### config.mk
export PLATFORM = sky130hd
export DESIGN_NAME = msmo_top
export DESIGN_NICKNAME = d
export VERILOG_FILES = /design/src/hw/msmo_pkg.sv /design/src/hw/msmo_tone_if.sv /design/src/hw/msmo_top.sv /design/src/hw/msmo_tone_gen.sv
export VERILOG_INCLUDE_DIRS = /design/src /design/src/hw
export SDC_FILE = /design/constraint.sdc
export NUM_CORES = 1
export LEC_CHECK = 0
export BUFFER_PORTS_ARGS = -buffer_cell sky130_fd_sc_hd__buf_4
export CORE_ASPECT_RATIO = 1.1
export CORE_MARGIN = 5
export CORE_UTILIZATION = 45
export CTS_BUF_LIST = sky130_fd_sc_hd__clkbuf_16
export DETAILED_ROUTE_END_ITERATION = 10
export HOLD_SLACK_MARGIN = 0.06
export PLACE_DENSITY = 0.74
export SLEW_MARGIN = 15
export SYNTH_ARGS = -nofsm -noshare
export SYNTH_HDL_FRONTEND = slang
export SYNTH_SLANG_ARGS = --single-unit
### constraint.sdc
create_clock -name ref_clk -period 2.55 [get_ports ref_clk]
set_clock_uncertainty 0.2 [all_clocks]
set_input_delay 0.3825 -clock ref_clk [delete_from_list [all_inputs] [get_ports ref_clk]]
set_output_delay 0.3825 -clock ref_clk [all_outputs]
set_load 0.01 [all_outputs]
### src/hw/msmo_consts.svh
// constants of the modem state monitor and override block
// assumes inclusion by bare name from every design file that needs them
// Notes on behaviour
// - tone frequency is clock times word over 1024
// - bit 7 holds receive machine, resets one
// - receive field write only records target state
// - receive field reads present demodulation state
// - codes 000 idle, 001 ready, 010 sync
// - codes 011 offset wait, 100 offset estimate
// - 101 symbol wait, 110 detect, 111 done
// - transmit field bits 3:0, write records target
// - transmit field reads present modulation state
`ifndef MSMO_CONSTS_SVH
`define MSMO_CONSTS_SVH
// register byte addresses
`define MSMO_ADDR_STATUS 32'h0000_2270
`define MSMO_ADDR_CTRL 32'h0000_2274
`define MSMO_ADDR_TONE 32'h0000_2278
// status register field positions
`define MSMO_RX_HOLD_BIT 7
`define MSMO_RX_FIELD_HI 6
`define MSMO_RX_FIELD_LO 4
`define MSMO_TX_FIELD_HI 3
`define MSMO_TX_FIELD_LO 0
// control register field positions
`define MSMO_TX_HOLD_BIT 0
`define MSMO_TONE_EN_BIT 1
// reset values
`define MSMO_RX_HOLD_RST 1'h1
`define MSMO_RX_TARGET_RST 3'h0
`define MSMO_TX_TARGET_RST 4'h0
`define MSMO_TX_HOLD_RST 1'h1
`define MSMO_TONE_EN_RST 1'h0
`define MSMO_TONE_WORD_RST 8'h40
// transmit codes
`define MSMO_TX_IDLE 4'h0
`define MSMO_TX_WAIT1 4'h1
`define MSMO_TX_LAST 4'h7
// tone accumulator width, 2**10 = 1024 steps per cycle
`define MSMO_TONE_ACC_W 10
`endif

### src/hw/msmo_pkg.sv
// types of the modem state monitor and override block
// assumes no other package
package msmo_pkg;
  // receive machine codes in ascending order from 000
  typedef enum logic [2:0] {
    msmo_rx_idle,
    msmo_rx_st_ready,
    msmo_rx_st_sync_wait,
    msmo_rx_st_offset_wait,
    msmo_rx_st_offset_est,
    msmo_rx_st_symbol_wait,
    msmo_rx_st_symbol_detect,
    msmo_rx_st_packet_done
  } msmo_rx_state_t;
endpackage

### src/hw/msmo_tone_if.sv
// link between register logic and the single-tone generator
// assumes both ends run on the same clock
`timescale 1ns/1ps
`default_nettype none
interface msmo_tone_if;
  logic [7:0] freq_word; // tone step per clock
  logic enable; // generator running
  logic [9:0] phase; // accumulator value
  logic tone; // square tone
  modport gen (input freq_word, input enable, output phase, output tone);
  modport ctl (output freq_word, output enable, input phase, input tone);
endinterface
`default_nettype wire

### src/hw/msmo_top.sv
// modem state monitor and override: ahb-lite registers, rx and tx machines
// assumes modem event inputs come from logic on ref_clk, single ahb slave
//
// Chosen here: register access over AHB-Lite.
`timescale 1ns/1ps
`default_nettype none
`include "msmo_consts.svh"
module msmo_top (
  input wire logic ref_clk,
  input wire logic rstn,
  // ahb-lite slave
  input wire logic hsel,
  input wire logic [31:0] haddr,
  input wire logic [1:0] htrans,
  input wire logic hwrite,
  input wire logic [2:0] hsize,
  input wire logic [31:0] hwdata,
  input wire logic hready,
  output logic [31:0] hrdata,
  output logic hreadyout,
  output logic hresp,
  // demodulation events
  input wire logic rx_on,
  input wire logic rx_pkt_detect,
  input wire logic rx_sync_done,
  input wire logic rx_sig_ok,
  input wire logic rx_est_done,
  input wire logic rx_last_symbol,
  // modulation events
  input wire logic tx_on,
  input wire logic tx_start,
  input wire logic tx_step,
  // machine states and tone
  output logic [2:0] rx_state,
  output logic [3:0] tx_state,
  output logic [9:0] tone_phase,
  output logic tone_out
);
  // reset release synchroniser
  logic rst_meta_reg; // first stage
  logic rst_n_sync; // released reset copy
  always_ff @(posedge ref_clk or negedge rstn) begin
    if (!rstn) begin
      rst_meta_reg <= 1'h0;
      rst_n_sync <= 1'h0;
    end else begin
      rst_meta_reg <= 1'h1;
      rst_n_sync <= rst_meta_reg;
    end
  end

  // true when the latched address selects a register
  function automatic logic msmo_hit(input logic [31:0] a, input logic [31:0] off);
    msmo_hit = (a[31:2] == off[31:2]);
  endfunction

  // bus state
  logic [31:0] addr_reg; // data phase address
  logic [31:0] addr_next;
  logic rd_phase_reg; // read data phase open
  logic rd_phase_next;
  logic wr_phase_reg; // write data phase open
  logic wr_phase_next;
  logic rd_done_reg; // read word loaded
  logic rd_done_next;
  logic [31:0] hrdata_reg; // read data
  logic [31:0] hrdata_next;
  logic addr_take; // address phase accepted
  logic wr_commit; // write data present

  // register state
  logic rx_hold_reg; // receive hold bit
  logic rx_hold_next;
  logic [2:0] rx_target_reg; // recorded receive target
  logic [2:0] rx_target_next;
  logic [3:0] tx_target_reg; // recorded transmit target
  logic [3:0] tx_target_next;
  logic tx_hold_reg; // transmit hold bit
  logic tx_hold_next;
  logic tone_en_reg; // tone generator on
  logic tone_en_next;
  logic [7:0] tone_word_reg; // tone frequency word
  logic [7:0] tone_word_next;
  logic rx_hold_prev_reg; // hold one cycle back
  logic tx_hold_prev_reg;

  // machine state
  msmo_pkg::msmo_rx_state_t rx_st_reg; // demodulation state
  msmo_pkg::msmo_rx_state_t rx_st_next;
  logic [3:0] tx_st_reg; // modulation state
  logic [3:0] tx_st_next;

  // read wait only while the word is being fetched
  assign hreadyout = !(rd_phase_reg && !rd_done_reg);
  assign hresp = 1'h0;
  assign hrdata = hrdata_reg;
  assign addr_take = hsel && htrans[1] && hready;
  assign wr_commit = wr_phase_reg;

  // bus phase tracking and read data fetch
  always_comb begin
    addr_next = addr_reg;
    rd_phase_next = rd_phase_reg;
    wr_phase_next = wr_phase_reg;
    rd_done_next = rd_phase_reg && !hreadyout;
    hrdata_next = hrdata_reg;
    // close data phase when it completes
    if (hreadyout) begin
      rd_phase_next = 1'h0;
      wr_phase_next = 1'h0;
    end
    // open new data phase
    if (addr_take) begin
      addr_next = haddr;
      rd_phase_next = !hwrite;
      wr_phase_next = hwrite;
    end
    // fetch word in the wait cycle
    if (rd_phase_reg && !rd_done_reg) begin
      hrdata_next = 32'h0000_0000;
      if (msmo_hit(addr_reg, `MSMO_ADDR_STATUS)) begin
        hrdata_next[`MSMO_RX_FIELD_HI:`MSMO_RX_FIELD_LO] = rx_st_reg;
        hrdata_next[`MSMO_TX_FIELD_HI:`MSMO_TX_FIELD_LO] = tx_st_reg;
        hrdata_next[`MSMO_RX_HOLD_BIT] = rx_hold_reg;
      end else if (msmo_hit(addr_reg, `MSMO_ADDR_CTRL)) begin
        hrdata_next[`MSMO_TX_HOLD_BIT] = tx_hold_reg;
        hrdata_next[`MSMO_TONE_EN_BIT] = tone_en_reg;
      end else if (msmo_hit(addr_reg, `MSMO_ADDR_TONE)) begin
        hrdata_next[7:0] = tone_word_reg;
      end
    end
  end

  // bus registers
  always_ff @(posedge ref_clk or negedge rst_n_sync) begin
    if (!rst_n_sync) begin
      addr_reg <= 32'h0000_0000;
      rd_phase_reg <= 1'h0;
      wr_phase_reg <= 1'h0;
      rd_done_reg <= 1'h0;
      hrdata_reg <= 32'h0000_0000;
    end else begin
      addr_reg <= addr_next;
      rd_phase_reg <= rd_phase_next;
      wr_phase_reg <= wr_phase_next;
      rd_done_reg <= rd_done_next;
      hrdata_reg <= hrdata_next;
    end
  end

  // software register writes
  always_comb begin
    rx_hold_next = rx_hold_reg;
    rx_target_next = rx_target_reg;
    tx_target_next = tx_target_reg;
    tx_hold_next = tx_hold_reg;
    tone_en_next = tone_en_reg;
    tone_word_next = tone_word_reg;
    if (wr_commit && msmo_hit(addr_reg, `MSMO_ADDR_STATUS)) begin
      rx_hold_next = hwdata[`MSMO_RX_HOLD_BIT];
      rx_target_next = hwdata[`MSMO_RX_FIELD_HI:`MSMO_RX_FIELD_LO];
      tx_target_next = hwdata[`MSMO_TX_FIELD_HI:`MSMO_TX_FIELD_LO];
    end
    if (wr_commit && msmo_hit(addr_reg, `MSMO_ADDR_CTRL)) begin
      tx_hold_next = hwdata[`MSMO_TX_HOLD_BIT];
      tone_en_next = hwdata[`MSMO_TONE_EN_BIT];
    end
    if (wr_commit && msmo_hit(addr_reg, `MSMO_ADDR_TONE)) begin
      tone_word_next = hwdata[7:0];
    end
  end

  // software registers
  always_ff @(posedge ref_clk or negedge rst_n_sync) begin
    if (!rst_n_sync) begin
      rx_hold_reg <= `MSMO_RX_HOLD_RST;
      rx_target_reg <= `MSMO_RX_TARGET_RST;
      tx_target_reg <= `MSMO_TX_TARGET_RST;
      tx_hold_reg <= `MSMO_TX_HOLD_RST;
      tone_en_reg <= `MSMO_TONE_EN_RST;
      tone_word_reg <= `MSMO_TONE_WORD_RST;
      rx_hold_prev_reg <= `MSMO_RX_HOLD_RST;
      tx_hold_prev_reg <= `MSMO_TX_HOLD_RST;
    end else begin
      rx_hold_reg <= rx_hold_next;
      rx_target_reg <= rx_target_next;
      tx_target_reg <= tx_target_next;
      tx_hold_reg <= tx_hold_next;
      tone_en_reg <= tone_en_next;
      tone_word_reg <= tone_word_next;
      rx_hold_prev_reg <= rx_hold_reg;
      tx_hold_prev_reg <= tx_hold_reg;
    end
  end

  // demodulation sequencing
  always_comb begin
    rx_st_next = rx_st_reg;
    if (rx_hold_reg) begin
      rx_st_next = rx_st_reg;
    end else if (rx_hold_prev_reg) begin
      rx_st_next = msmo_pkg::msmo_rx_state_t'(rx_target_reg);
    end else if (!rx_on) begin
      rx_st_next = msmo_pkg::msmo_rx_idle;
    end else begin
      case (rx_st_reg)
        msmo_pkg::msmo_rx_idle: begin
          rx_st_next = msmo_pkg::msmo_rx_st_ready;
        end
        msmo_pkg::msmo_rx_st_ready: begin
          if (rx_pkt_detect) rx_st_next = msmo_pkg::msmo_rx_st_sync_wait;
        end
        msmo_pkg::msmo_rx_st_sync_wait: begin
          if (rx_sync_done) rx_st_next = msmo_pkg::msmo_rx_st_offset_wait;
        end
        msmo_pkg::msmo_rx_st_offset_wait: begin
          if (rx_sig_ok) rx_st_next = msmo_pkg::msmo_rx_st_offset_est;
        end
        msmo_pkg::msmo_rx_st_offset_est: begin
          if (rx_est_done) rx_st_next = msmo_pkg::msmo_rx_st_symbol_wait;
        end
        msmo_pkg::msmo_rx_st_symbol_wait: begin
          if (rx_sig_ok) rx_st_next = msmo_pkg::msmo_rx_st_symbol_detect;
        end
        msmo_pkg::msmo_rx_st_symbol_detect: begin
          if (rx_last_symbol) rx_st_next = msmo_pkg::msmo_rx_st_packet_done;
        end
        msmo_pkg::msmo_rx_st_packet_done: begin
          rx_st_next = msmo_pkg::msmo_rx_st_ready;
        end
        default: begin
          rx_st_next = msmo_pkg::msmo_rx_idle;
        end
      endcase
    end
  end

  // modulation sequencing
  always_comb begin
    tx_st_next = tx_st_reg;
    if (tx_hold_reg) begin
      tx_st_next = tx_st_reg;
    end else if (tx_hold_prev_reg) begin
      tx_st_next = tx_target_reg;
    end else if (!tx_on) begin
      tx_st_next = `MSMO_TX_IDLE;
    end else if (tx_st_reg == `MSMO_TX_IDLE) begin
      if (tx_start) tx_st_next = `MSMO_TX_WAIT1;
    end else if (tx_step) begin
      if (tx_st_reg >= `MSMO_TX_LAST) begin
        tx_st_next = `MSMO_TX_IDLE;
      end else begin
        tx_st_next = 4'(tx_st_reg + 4'h1);
      end
    end
  end

  // machine state registers
  always_ff @(posedge ref_clk or negedge rst_n_sync) begin
    if (!rst_n_sync) begin
      rx_st_reg <= msmo_pkg::msmo_rx_idle;
      tx_st_reg <= `MSMO_TX_IDLE;
    end else begin
      rx_st_reg <= rx_st_next;
      tx_st_reg <= tx_st_next;
    end
  end

  assign rx_state = rx_st_reg;
  assign tx_state = tx_st_reg;

  // single-tone generator
  msmo_tone_if tone_link ();
  assign tone_link.freq_word = tone_word_reg;
  assign tone_link.enable = tone_en_reg;
  assign tone_phase = tone_link.phase;
  assign tone_out = tone_link.tone;
  msmo_tone_gen u_tone (
    .clk(ref_clk),
    .rst_n(rst_n_sync),
    .t(tone_link.gen)
  );
endmodule
`default_nettype wire

### src/hw/msmo_tone_gen.sv
// single-tone phase accumulator for rf test
// assumes dac clock equals the block clock and a synchronised reset
`timescale 1ns/1ps
`default_nettype none
`include "msmo_consts.svh"
module msmo_tone_gen (
  input wire logic clk,
  input wire logic rst_n,
  msmo_tone_if.gen t
);
  logic [`MSMO_TONE_ACC_W-1:0] phase_reg; // accumulator
  logic [`MSMO_TONE_ACC_W-1:0] phase_next;

  // next phase, wraps at 1024
  always_comb begin
    phase_next = phase_reg;
    if (t.enable) begin
      phase_next = `MSMO_TONE_ACC_W'(phase_reg + {2'h0, t.freq_word});
    end else begin
      phase_next = '0;
    end
  end

  // accumulator register
  always_ff @(posedge clk or negedge rst_n) begin
    if (!rst_n) begin
      phase_reg <= '0;
    end else begin
      phase_reg <= phase_next;
    end
  end

  assign t.phase = phase_reg;
  assign t.tone = phase_reg[`MSMO_TONE_ACC_W-1];
endmodule
`default_nettype wire

==> out/metrics.csv, run 1 <==
metric;value;unit
final setup violation count;0;
flops & latches, synth;80;
GR Util All Layers;15.66;%
register share of total power;47.6;%
first-pass GRT wire length;13.29;mm
most frequent cells in the layout;buf_4 (84), dfrtp_1 (74), mux2_2 (48), conb_1 (26), nand2_1 (19);
Req. time, crit path;2560;ps
element type at the critical path start;flop;
First-pass DRT Iterations;4;
met2 WL;3.688;mm
ranking of synthesized cells by area;dfrtp_1 (48%), mux2_2 (14%), buf_4 (5.0%);
Cell Count Post-Placement;516;
number of synthesized flops with an enable pin;0;
CTS root buffer;clkbuf_16;
synth-to-layout area growth;24.38;%
Post-Route Setup TNS;0;ps
RSZ-0062 raised after global routing;no;
clk_lat worst skew;330;ps
vias per inst;4.994;
max FFs per register;30;
drt wl/cell;14.74;um
top_reg_cell synth;dfrtp_1;
largest net degree at the start of global routing;51;
hold-fix buffers at CTS;2;
CTS tree;yes;
endpoints failing hold;0;
max-slew violation count;0;
Psw;880.5;uW
Die Wd;98.65;um
status;finished clean;
Synth top area share;48.25;%
Initial DRC Count;125;
Synth area leader;dfrtp_1;
commonest non-fill, non-tap cell in the layout;buf_4;
non-filler cells, final;534;
Core Util, Final;57.54;%
fill count;714;
max layer used;met4;
Comb power frac;17.5;%
Mean Syn Cell Area;11.79;sq um
DRC;0;
sequential share of the synthesized area;51.62;%
Total Power;3241;uW
CP max stage delay;440;ps
P_int;2360;uW
worst-margin pin slew;634.2;ps
Syn Inst Count;330;
# port buffers;79;
Clock Sink Count;80;
I/O pin total;135;
Hold Crit Class;in -> reg;
Sw Ratio;27.17;%
dpl hpwl;6.052;mm
Maximum Capacitance Violations;0;
Rows;35;
CP max stage cell;or3_1;
initial antenna violation count;0;
Distinct cells, synth;48;
critical path arrival;2360;ps
vias;2667;
met3 WL post-DR;625;um
Slew HR;57.52;%
synth warn;0;
Die Height;107.5;um
vias in the first global route;2793;
worst path cell trace;nor4_1 > nand4_1 > or3_1 > nor3_4 > buf_12 > mux2_2;
PD cells;669.8;nW/um^2
final period utilization;91.89;%
die area;10610;sq um
share of cells above drive strength 1;38.30;%
clock transition at the registers of the reported paths;60;ps
H-tree depth;3;
top achievable clock speed;426.8;MHz
crit path max fanout;7;
LEAKAGE;0.002366;uW
CP endpoint kind;flop;
maximum vdd ir drop;0.3296;mV
netlist area before placement;3890;sq um
Setup CP Type;reg -> reg;
final WL;7.869;mm
gr ovfl total;0;
GPL Wtd Cong;0.8207;
Core Region;8408;sq um
power share of the clock group;34.8;%
post-synthesis async set-or-reset flop share;100.0;%
Nets;512;
Routed Antenna Nets;0;
# diodes;0;
Post-CTS Setup Bufs;0;
worst hold slack;83.18;ps
Post-CTS Resized;0;
initial core utilization;46.26;%
CTS Buf Count;9;
worst-case clock buffer depth;2;
min Tclk post-route;2343;ps
WL met1;3.456;mm
## cells by family after synthesis
kind of cell	synth area share, %
adder cells (fa/ha/maj)	3.731
AO/OA/AOI/OAI	7.205
other	0.1931
XOR/XNOR	1.126
AND/OR/NAND/NOR	11.48
multiplexers	17.56
buffers and inverters	7.076
flip-flops	51.62
## worst max-delay path, delay by kind of cell, from the launching register on
| kind | cells | cell delay (ps) |
|---|---|---|
| DFF | 1 | 380 |
| muxes | 1 | 330 |
| and+or+nand+nor | 4 | 1160 |
| buffers and inverters | 1 | 160 |
## cell usage after synthesis (2+ instances only)
cell type  count
conb_1         2
and3_1         2
dfstp_2        5
nor2b_1        2
a21oi_1       14
inv_1         10
o31ai_1        8
buf_4         26
xnor2_1        4
o21ai_0        7
nor3_1         3
ha_1          10
o22ai_1        3
a21o_1         2
nor4_1         5
mux2i_1       12
nor3b_1        3
clkbuf_1       5
dfrtp_1       75
nor2_1        15
nand3_1        9
nand2b_1       4
nand2_1       19
and4bb_2       2
a31oi_1        3
or3_1          3
mux2_2        48
a211oi_1       2
and2_1         7
buf_1          2
## power by group through the flow
stage / logic, uW / registers [uW] / clock network, uW
6_report: 569 / 1540 / 1130
5_1_grt: 639 / 1570 / 1210
4_1_cts: 574 / 1550 / 1170
3_5_place_dp: 568 / 1570 / 0
3_3_place_gp: 546 / 1560 / 0
2_1_floorplan: 387 / 1550 / 0
## worst paths after layout
check,to,startpoint,cells past startpoint,slack (ps)
worst max register to register,tx_target_reg[3],addr_reg[20],6,210
worst max-delay path,tx_target_reg[3],addr_reg[20],6,210
worst min-delay path,addr_reg[22],haddr[22],2,80
worst min register to register,addr_reg[11],rst_n_sync,0,100
max in group asynchronous,tx_hold_reg,rst_n_sync,1,1320
min in group asynchronous,addr_reg[11],rst_n_sync,0,100
## cell type report
type,instances,area (sq um),area share [%]
Clock buffer,9,225.2,4.655
Tap cell,111,138.9,2.870
Inverter,10,37.54,0.7758
Multi-Input combinational cell,229,1697,35.07
Clock inverter,7,40.04,0.8275
Sequential cell,80,2009,41.53
Timing Repair Buffer,88,690.7,14.27
## per-layer routing
layer | up-vias | track usage [%]
li1 | 1291 | -
met1 | 1284 | 20.46
met2 | 84 | 23.96
met3 | 8 | 5.833
met4 | 0 | 5.463
met5 | - | 0
## stage by stage
| step | cell area (sq um) | worst slack (ps) |
|---|---|---|
| 3_3_place_gp | 4553 | 199.5 |
| 6_report | 4838 | 206.9 |
| 3_5_place_dp | 4553 | 194.0 |
| 5_1_grt | 4838 | 85.21 |
| 2_1_floorplan | 3981 | 379.0 |
| 4_1_cts | 4838 | 179.6 |
Power figures use the tool's default switching activity.
==> inputs of run 2 (changes only) <==
CORE_UTILIZATION = 50   (was 45)
CTS_BUF_LIST = sky130_fd_sc_hd__clkbuf_4 sky130_fd_sc_hd__clkbuf_8 sky130_fd_sc_hd__clkbuf_16   (was sky130_fd_sc_hd__clkbuf_16)
PLACE_DENSITY = 0.78   (was 0.74)
clock period = 2.9 ns   (was 2.55 ns; I/O delays follow)
==> out/metrics.csv, run 2 (synthesis results as in run 1) <==
metric;value;unit;change
worst-margin pin slew;976.8;ps;was 634.2 ps
gr ovfl total;0;;unchanged
max FFs per register;30;;unchanged
final setup violation count;0;;unchanged
Post-CTS Setup Bufs;0;;unchanged
P_int;2013;uW;was 2360 uW
initial core utilization;51.76;%;was 46.26%
Post-Route Setup TNS;0;ps;unchanged
Post-CTS Resized;0;;unchanged
CP endpoint kind;flop;;unchanged
Req. time, crit path;2930;ps;was 2560 ps
largest net degree at the start of global routing;79;;was 51
CTS root buffer;clkbuf_8;;was clkbuf_16
share of cells above drive strength 1;38.13;%;was 38.30%
DP Area;4486;sq um;was 4553 sq um
Rows;33;;was 35
CTS Buf Count;9;;unchanged
vias per inst;5.157;;was 4.994
CP max stage delay;540;ps;was 440 ps
synth-to-layout area growth;21.45;%;was 24.38%
worst path cell trace;nor4_1 > nand4_1 > or3_1 > nor3_4 > mux2_2;;was nor4_1 > nand4_1 > or3_1 > nor3_4 > buf_12 > mux2_2
min Tclk post-route;2562;ps;was 2343 ps
First-pass DRT Iterations;4;;unchanged
drt wl/cell;14.90;um;was 14.74 um
Setup CP Type;reg -> reg;;unchanged
met3 WL post-DR;671;um;was 625 um
DRC;0;;unchanged
maximum vdd ir drop;0.3569;mV;was 0.3296 mV
vias;2692;;was 2,667
Maximum Capacitance Violations;0;;unchanged
power share of the clock group;32.9;%;was 34.8%
final period utilization;88.35;%;was 91.89%
die area;9646;sq um;was 10,610 sq um
Hold Crit Class;in -> reg;;unchanged
# port buffers;79;;unchanged
Sw Ratio;27.02;%;was 27.17%
Core Util, Final;62.87;%;was 57.54%
critical path arrival;2590;ps;was 2360 ps
worst-case clock buffer depth;2;;unchanged
CP max stage cell;or3_1;;unchanged
Psw;745.4;uW;was 880.5 uW
Die Height;102.5;um;was 107.5 um
Die Wd;94.10;um;was 98.65 um
WL met1;3.231;mm;was 3.456 mm
Slew HR;34.88;%;was 57.52%
fin area;4725;sq um;was 4838 sq um
clock transition at the registers of the reported paths;80;ps;was 60 ps
LEAKAGE;0.002319;uW;was 0.002366 uW
RSZ-0062 raised after global routing;no;;unchanged
element type at the critical path start;flop;;unchanged
vias in the first global route;2689;;was 2,793
GPL Wtd Cong;0.8110;;was 0.8207
clk_lat worst skew;350;ps;was 330 ps
Routed Antenna Nets;0;;unchanged
Nets;506;;was 512
CP delay by family, top;simple AND/OR/NAND/NOR gates;;unchanged
crit path max fanout;8;;was 7
status;finished clean;;unchanged
CTS tree;yes;;unchanged
Core Region;7515;sq um;was 8408 sq um
met2 WL;3.784;mm;was 3.688 mm
first-pass GRT wire length;12.80;mm;was 13.29 mm
commonest non-fill, non-tap cell in the layout;buf_4;;unchanged
hold-fix buffers at CTS;1;;was 2
endpoints failing hold;0;;unchanged
WP buf/inv;0;;was 1
GR Util All Layers;16.96;%;was 15.66%
Clock Sink Count;80;;unchanged
PD cells;583.9;nW/um^2;was 669.8 nW/um^2
final WL;7.778;mm;was 7.869 mm
initial antenna violation count;0;;unchanged
I/O pin total;135;;unchanged
Comb power frac;17.0;%;was 17.5%
H-tree depth;3;;unchanged
dpl hpwl;5.832;mm;was 6.052 mm
max-slew violation count;0;;unchanged
max layer used;met4;;unchanged
top achievable clock speed;390.3;MHz;was 426.8 MHz
Initial DRC Count;124;;was 125
# diodes;0;;unchanged
most frequent cells in the layout;buf_4 (81), dfrtp_1 (74), mux2_2 (48), conb_1 (26), nand2_1 (19);;was buf_4 (84), dfrtp_1 (74), mux2_2 (48), conb_1 (26), nand2_1 (19)
register share of total power;50.1;%;was 47.6%
-- run 2: changes by cell type in the layout (fill, tap and decap cells not counted), sizes merged --
cell         delta
dlygate4sd3     -1
clkbuf          +1
bufinv          +2
clkinvlp        -3
buf             -5
-- run 2: path summary, 6_finish.rpt --
kind	start	to	slack, ps	cells after the start
max	addr_reg[28]	rx_target_reg[0]	340	5
min in group asynchronous	rstn	rst_n_sync	200	2
min reg2reg	rst_meta_reg	rst_n_sync	160	0
max reg2reg	addr_reg[28]	rx_target_reg[0]	340	5
max in group asynchronous	rst_n_sync	addr_reg[6]	1580	0
min	hwrite	rd_phase_reg	90	2
-- run 2: layout make-up --
cell class | count | area, sq um
inverter | 10 | 37.54
sequential | 80 | 2012
clock buffer | 10 | 137.6
tap | 105 | 131.4
fill | 633 | 2790
timing repair buffer | 82 | 618.1
multi-input combinational | 229 | 1697
clock inverter | 6 | 91.34
-- run 2: metal layers --
metal  GRT usage (%)  vias to the layer above
met3           5.839                       10
met4           6.444                        0
met2           27.58                       96
li1                -                     1280
met5               0                        -
met1           21.03                     1306
-- run 2: stage by stage --
| stage | std cells | hold slack, ps | total power [uW] | setup WS, ps |
|---|---|---|---|---|
| CTS | 522 | 71.06 | 2794 | 307.8 |
| global route | 522 | 74.82 | 2915 | 220.4 |
| global placement | 505 | 17.79 | 1849 | 364.6 |
| finish | 522 | 90.31 | 2759 | 337.8 |
| floorplan | 354 | -60.59 | 1699 | 315.7 |
| detailed placement | 505 | 18.50 | 1876 | 330.5 |
-- run 2: power by group through the flow --
stage	clock network, uW	registers [uW]	logic (uW)
floorplan	0	1360	340
global placement	0	1400	449
detailed placement	0	1410	469
CTS	938	1380	472
global route	984	1410	524
finish	908	1380	469
==> inputs of run 3 (changes only) <==
RECOVER_POWER = 25   (was unset)
==> out/metrics.csv, run 3 (synthesis results as in run 1) <==
metric;value;unit;change
Die Wd;94.10;um;unchanged
CP endpoint kind;flop;;unchanged
maximum vdd ir drop;0.3571;mV;was 0.3569 mV
share of cells above drive strength 1;36.93;%;was 38.13%
power share of the clock group;33.0;%;was 32.9%
initial core utilization;51.76;%;unchanged
met1 Use GR;21.03;%;unchanged
Clock Sink Count;80;;unchanged
most frequent cells in the layout;buf_4 (77), dfrtp_1 (74), mux2_2 (48), conb_1 (26), nand2_1 (19);;was buf_4 (81), dfrtp_1 (74), mux2_2 (48), conb_1 (26), nand2_1 (19)
max FFs per register;30;;unchanged
LEAKAGE;0.002310;uW;was 0.002319 uW
endpoints failing hold;0;;unchanged
PD cells;584.8;nW/um^2;was 583.9 nW/um^2
gr ovfl total;0;;unchanged
P_int;2010;uW;was 2013 uW
max-slew violation count;114;;was 0
drt wl/cell;14.87;um;was 14.90 um
vias in the first global route;2689;;unchanged
CTS tree;yes;;unchanged
Hold Crit Class;in -> reg;;unchanged
I/O pin total;135;;unchanged
die area;9646;sq um;unchanged
# port buffers;79;;unchanged
CP max stage cell;or3_1;;unchanged
synth-to-layout area growth;21.10;%;was 21.45%
crit path max fanout;8;;unchanged
Setup CP Type;reg -> reg;;unchanged
worst path cell trace;nor4_1 > nand4_1 > or3_1 > nor3_4 > mux2_2;;unchanged
final setup violation count;0;;unchanged
First-pass DRT Iterations;4;;unchanged
Sw Ratio;27.04;%;was 27.02%
Core Region;7515;sq um;unchanged
largest net degree at the start of global routing;79;;unchanged
initial antenna violation count;0;;unchanged
Nets;506;;unchanged
DRC;0;;unchanged
Post-Route Setup TNS;0;ps;unchanged
clock transition at the registers of the reported paths;80;ps;about the same
final period utilization;88.45;%;was 88.35%
H-tree depth;3;;unchanged
RSZ-0062 raised after global routing;no;;unchanged
CTS root buffer;clkbuf_8;;unchanged
first-pass GRT wire length;12.80;mm;unchanged
CTS Buf Count;9;;unchanged
Slew HR;-9.849;%;was 34.88%
Psw;745.0;uW;was 745.4 uW
Routed Antenna Nets;0;;unchanged
Req. time, crit path;2930;ps;about the same
Die Height;102.5;um;unchanged
vias;2691;;was 2,692
# diodes;0;;unchanged
worst-margin pin slew;1648;ps;was 976.8 ps
dpl hpwl;5.832;mm;unchanged
vias per inst;5.155;;was 5.157
worst-case clock buffer depth;2;;unchanged
GPL Wtd Cong;0.8110;;unchanged
min Tclk post-route;2565;ps;was 2562 ps
register share of total power;50.1;%;about the same
final WL;7.763;mm;was 7.778 mm
met3 Use GR;5.839;%;unchanged
Initial DRC Count;135;;was 124
violated checks;max-capacitance violations, max-slew violations;;
Core Util, Final;62.69;%;was 62.87%
clk_lat worst skew;350;ps;about the same
commonest non-fill, non-tap cell in the layout;buf_4;;unchanged
met2 usage in global routing;27.58;%;unchanged
Maximum Capacitance Violations;2;;was 0
critical path arrival;2590;ps;about the same
top achievable clock speed;389.9;MHz;was 390.3 MHz
status;finished, violations left;;was finished clean
Comb power frac;16.9;%;was 17.0%
CP max stage delay;540;ps;about the same
Rows;33;;unchanged
element type at the critical path start;flop;;unchanged
layer with the highest usage;met2;;unchanged
GR Util All Layers;16.96;%;unchanged
==> run 3: power by group through the flow <==
stage / Combinational, uW / Clock (uW) / Sequential, uW
floorplan: 340 / 0 / 1360
global route: 522 / 984 / 1410
finish: 466 / 908 / 1380
global placement: 449 / 0 / 1400
CTS: 472 / 938 / 1380
detailed placement: 469 / 0 / 1410
==> run 3: metrics by stage <==
step / setup slack [ps] / instances / total power, uW / hold WS [ps] / cell area [sq um]
finish: 335.0 / 522 / 2755 / 90.33 / 4711
global route: 220.4 / 522 / 2912 / 74.88 / 4711
CTS: 307.8 / 522 / 2794 / 71.06 / 4725
detailed placement: 330.5 / 505 / 1876 / 18.50 / 4486
global placement: 364.6 / 505 / 1849 / 17.79 / 4486
floorplan: 315.7 / 354 / 1699 / -60.59 / 3980
==> run 3: timing repair <==
item	in CTS	in global routing
setup buffers	0	0
resized for setup	0	0
hold endpoints to repair	2	0
endpoints found under the setup margin	0	0
hold buffers	1	0
==> run 3: path summary, 6_finish.rpt <==
| check | endpoint | slack (ps) | cells after the start | start |
|---|---|---|---|---|
| setup / recovery | rx_target_reg[0] | 340 | 5 | addr_reg[28] |
| hold / removal | rd_phase_reg | 90 | 2 | hwrite |
| setup reg to reg | rx_target_reg[0] | 340 | 5 | addr_reg[28] |
| hold reg to reg | rst_n_sync | 160 | 0 | rst_meta_reg |
| max in group asynchronous | addr_reg[6] | 1030 | 0 | rst_n_sync |
| min in group asynchronous | rst_n_sync | 200 | 2 | rstn |
==> run 3: final cells by class <==
class | instances | area (sq um)
multi-input cells | 229 | 1697
clock buffers | 10 | 137.6
flip-flops and latches | 80 | 2009
repair buffers | 82 | 606.8
clock inverters | 6 | 91.34
well taps | 105 | 131.4
inverters | 10 | 37.54
fillers | 633 | 2804
==> run 3: per-layer routing <==
metal,up-vias,share of wire [%]
met5,-,0
met2,95,49
li1,1279,-
met4,0,1.1
met1,1307,42
met3,10,8.5
==> run 3: worst max-delay path: cells and delay by family (launching register included) <==
family	cells	cell delay, ps
and+or+nand+nor	4	1470
muxes	1	390
DFF	1	380
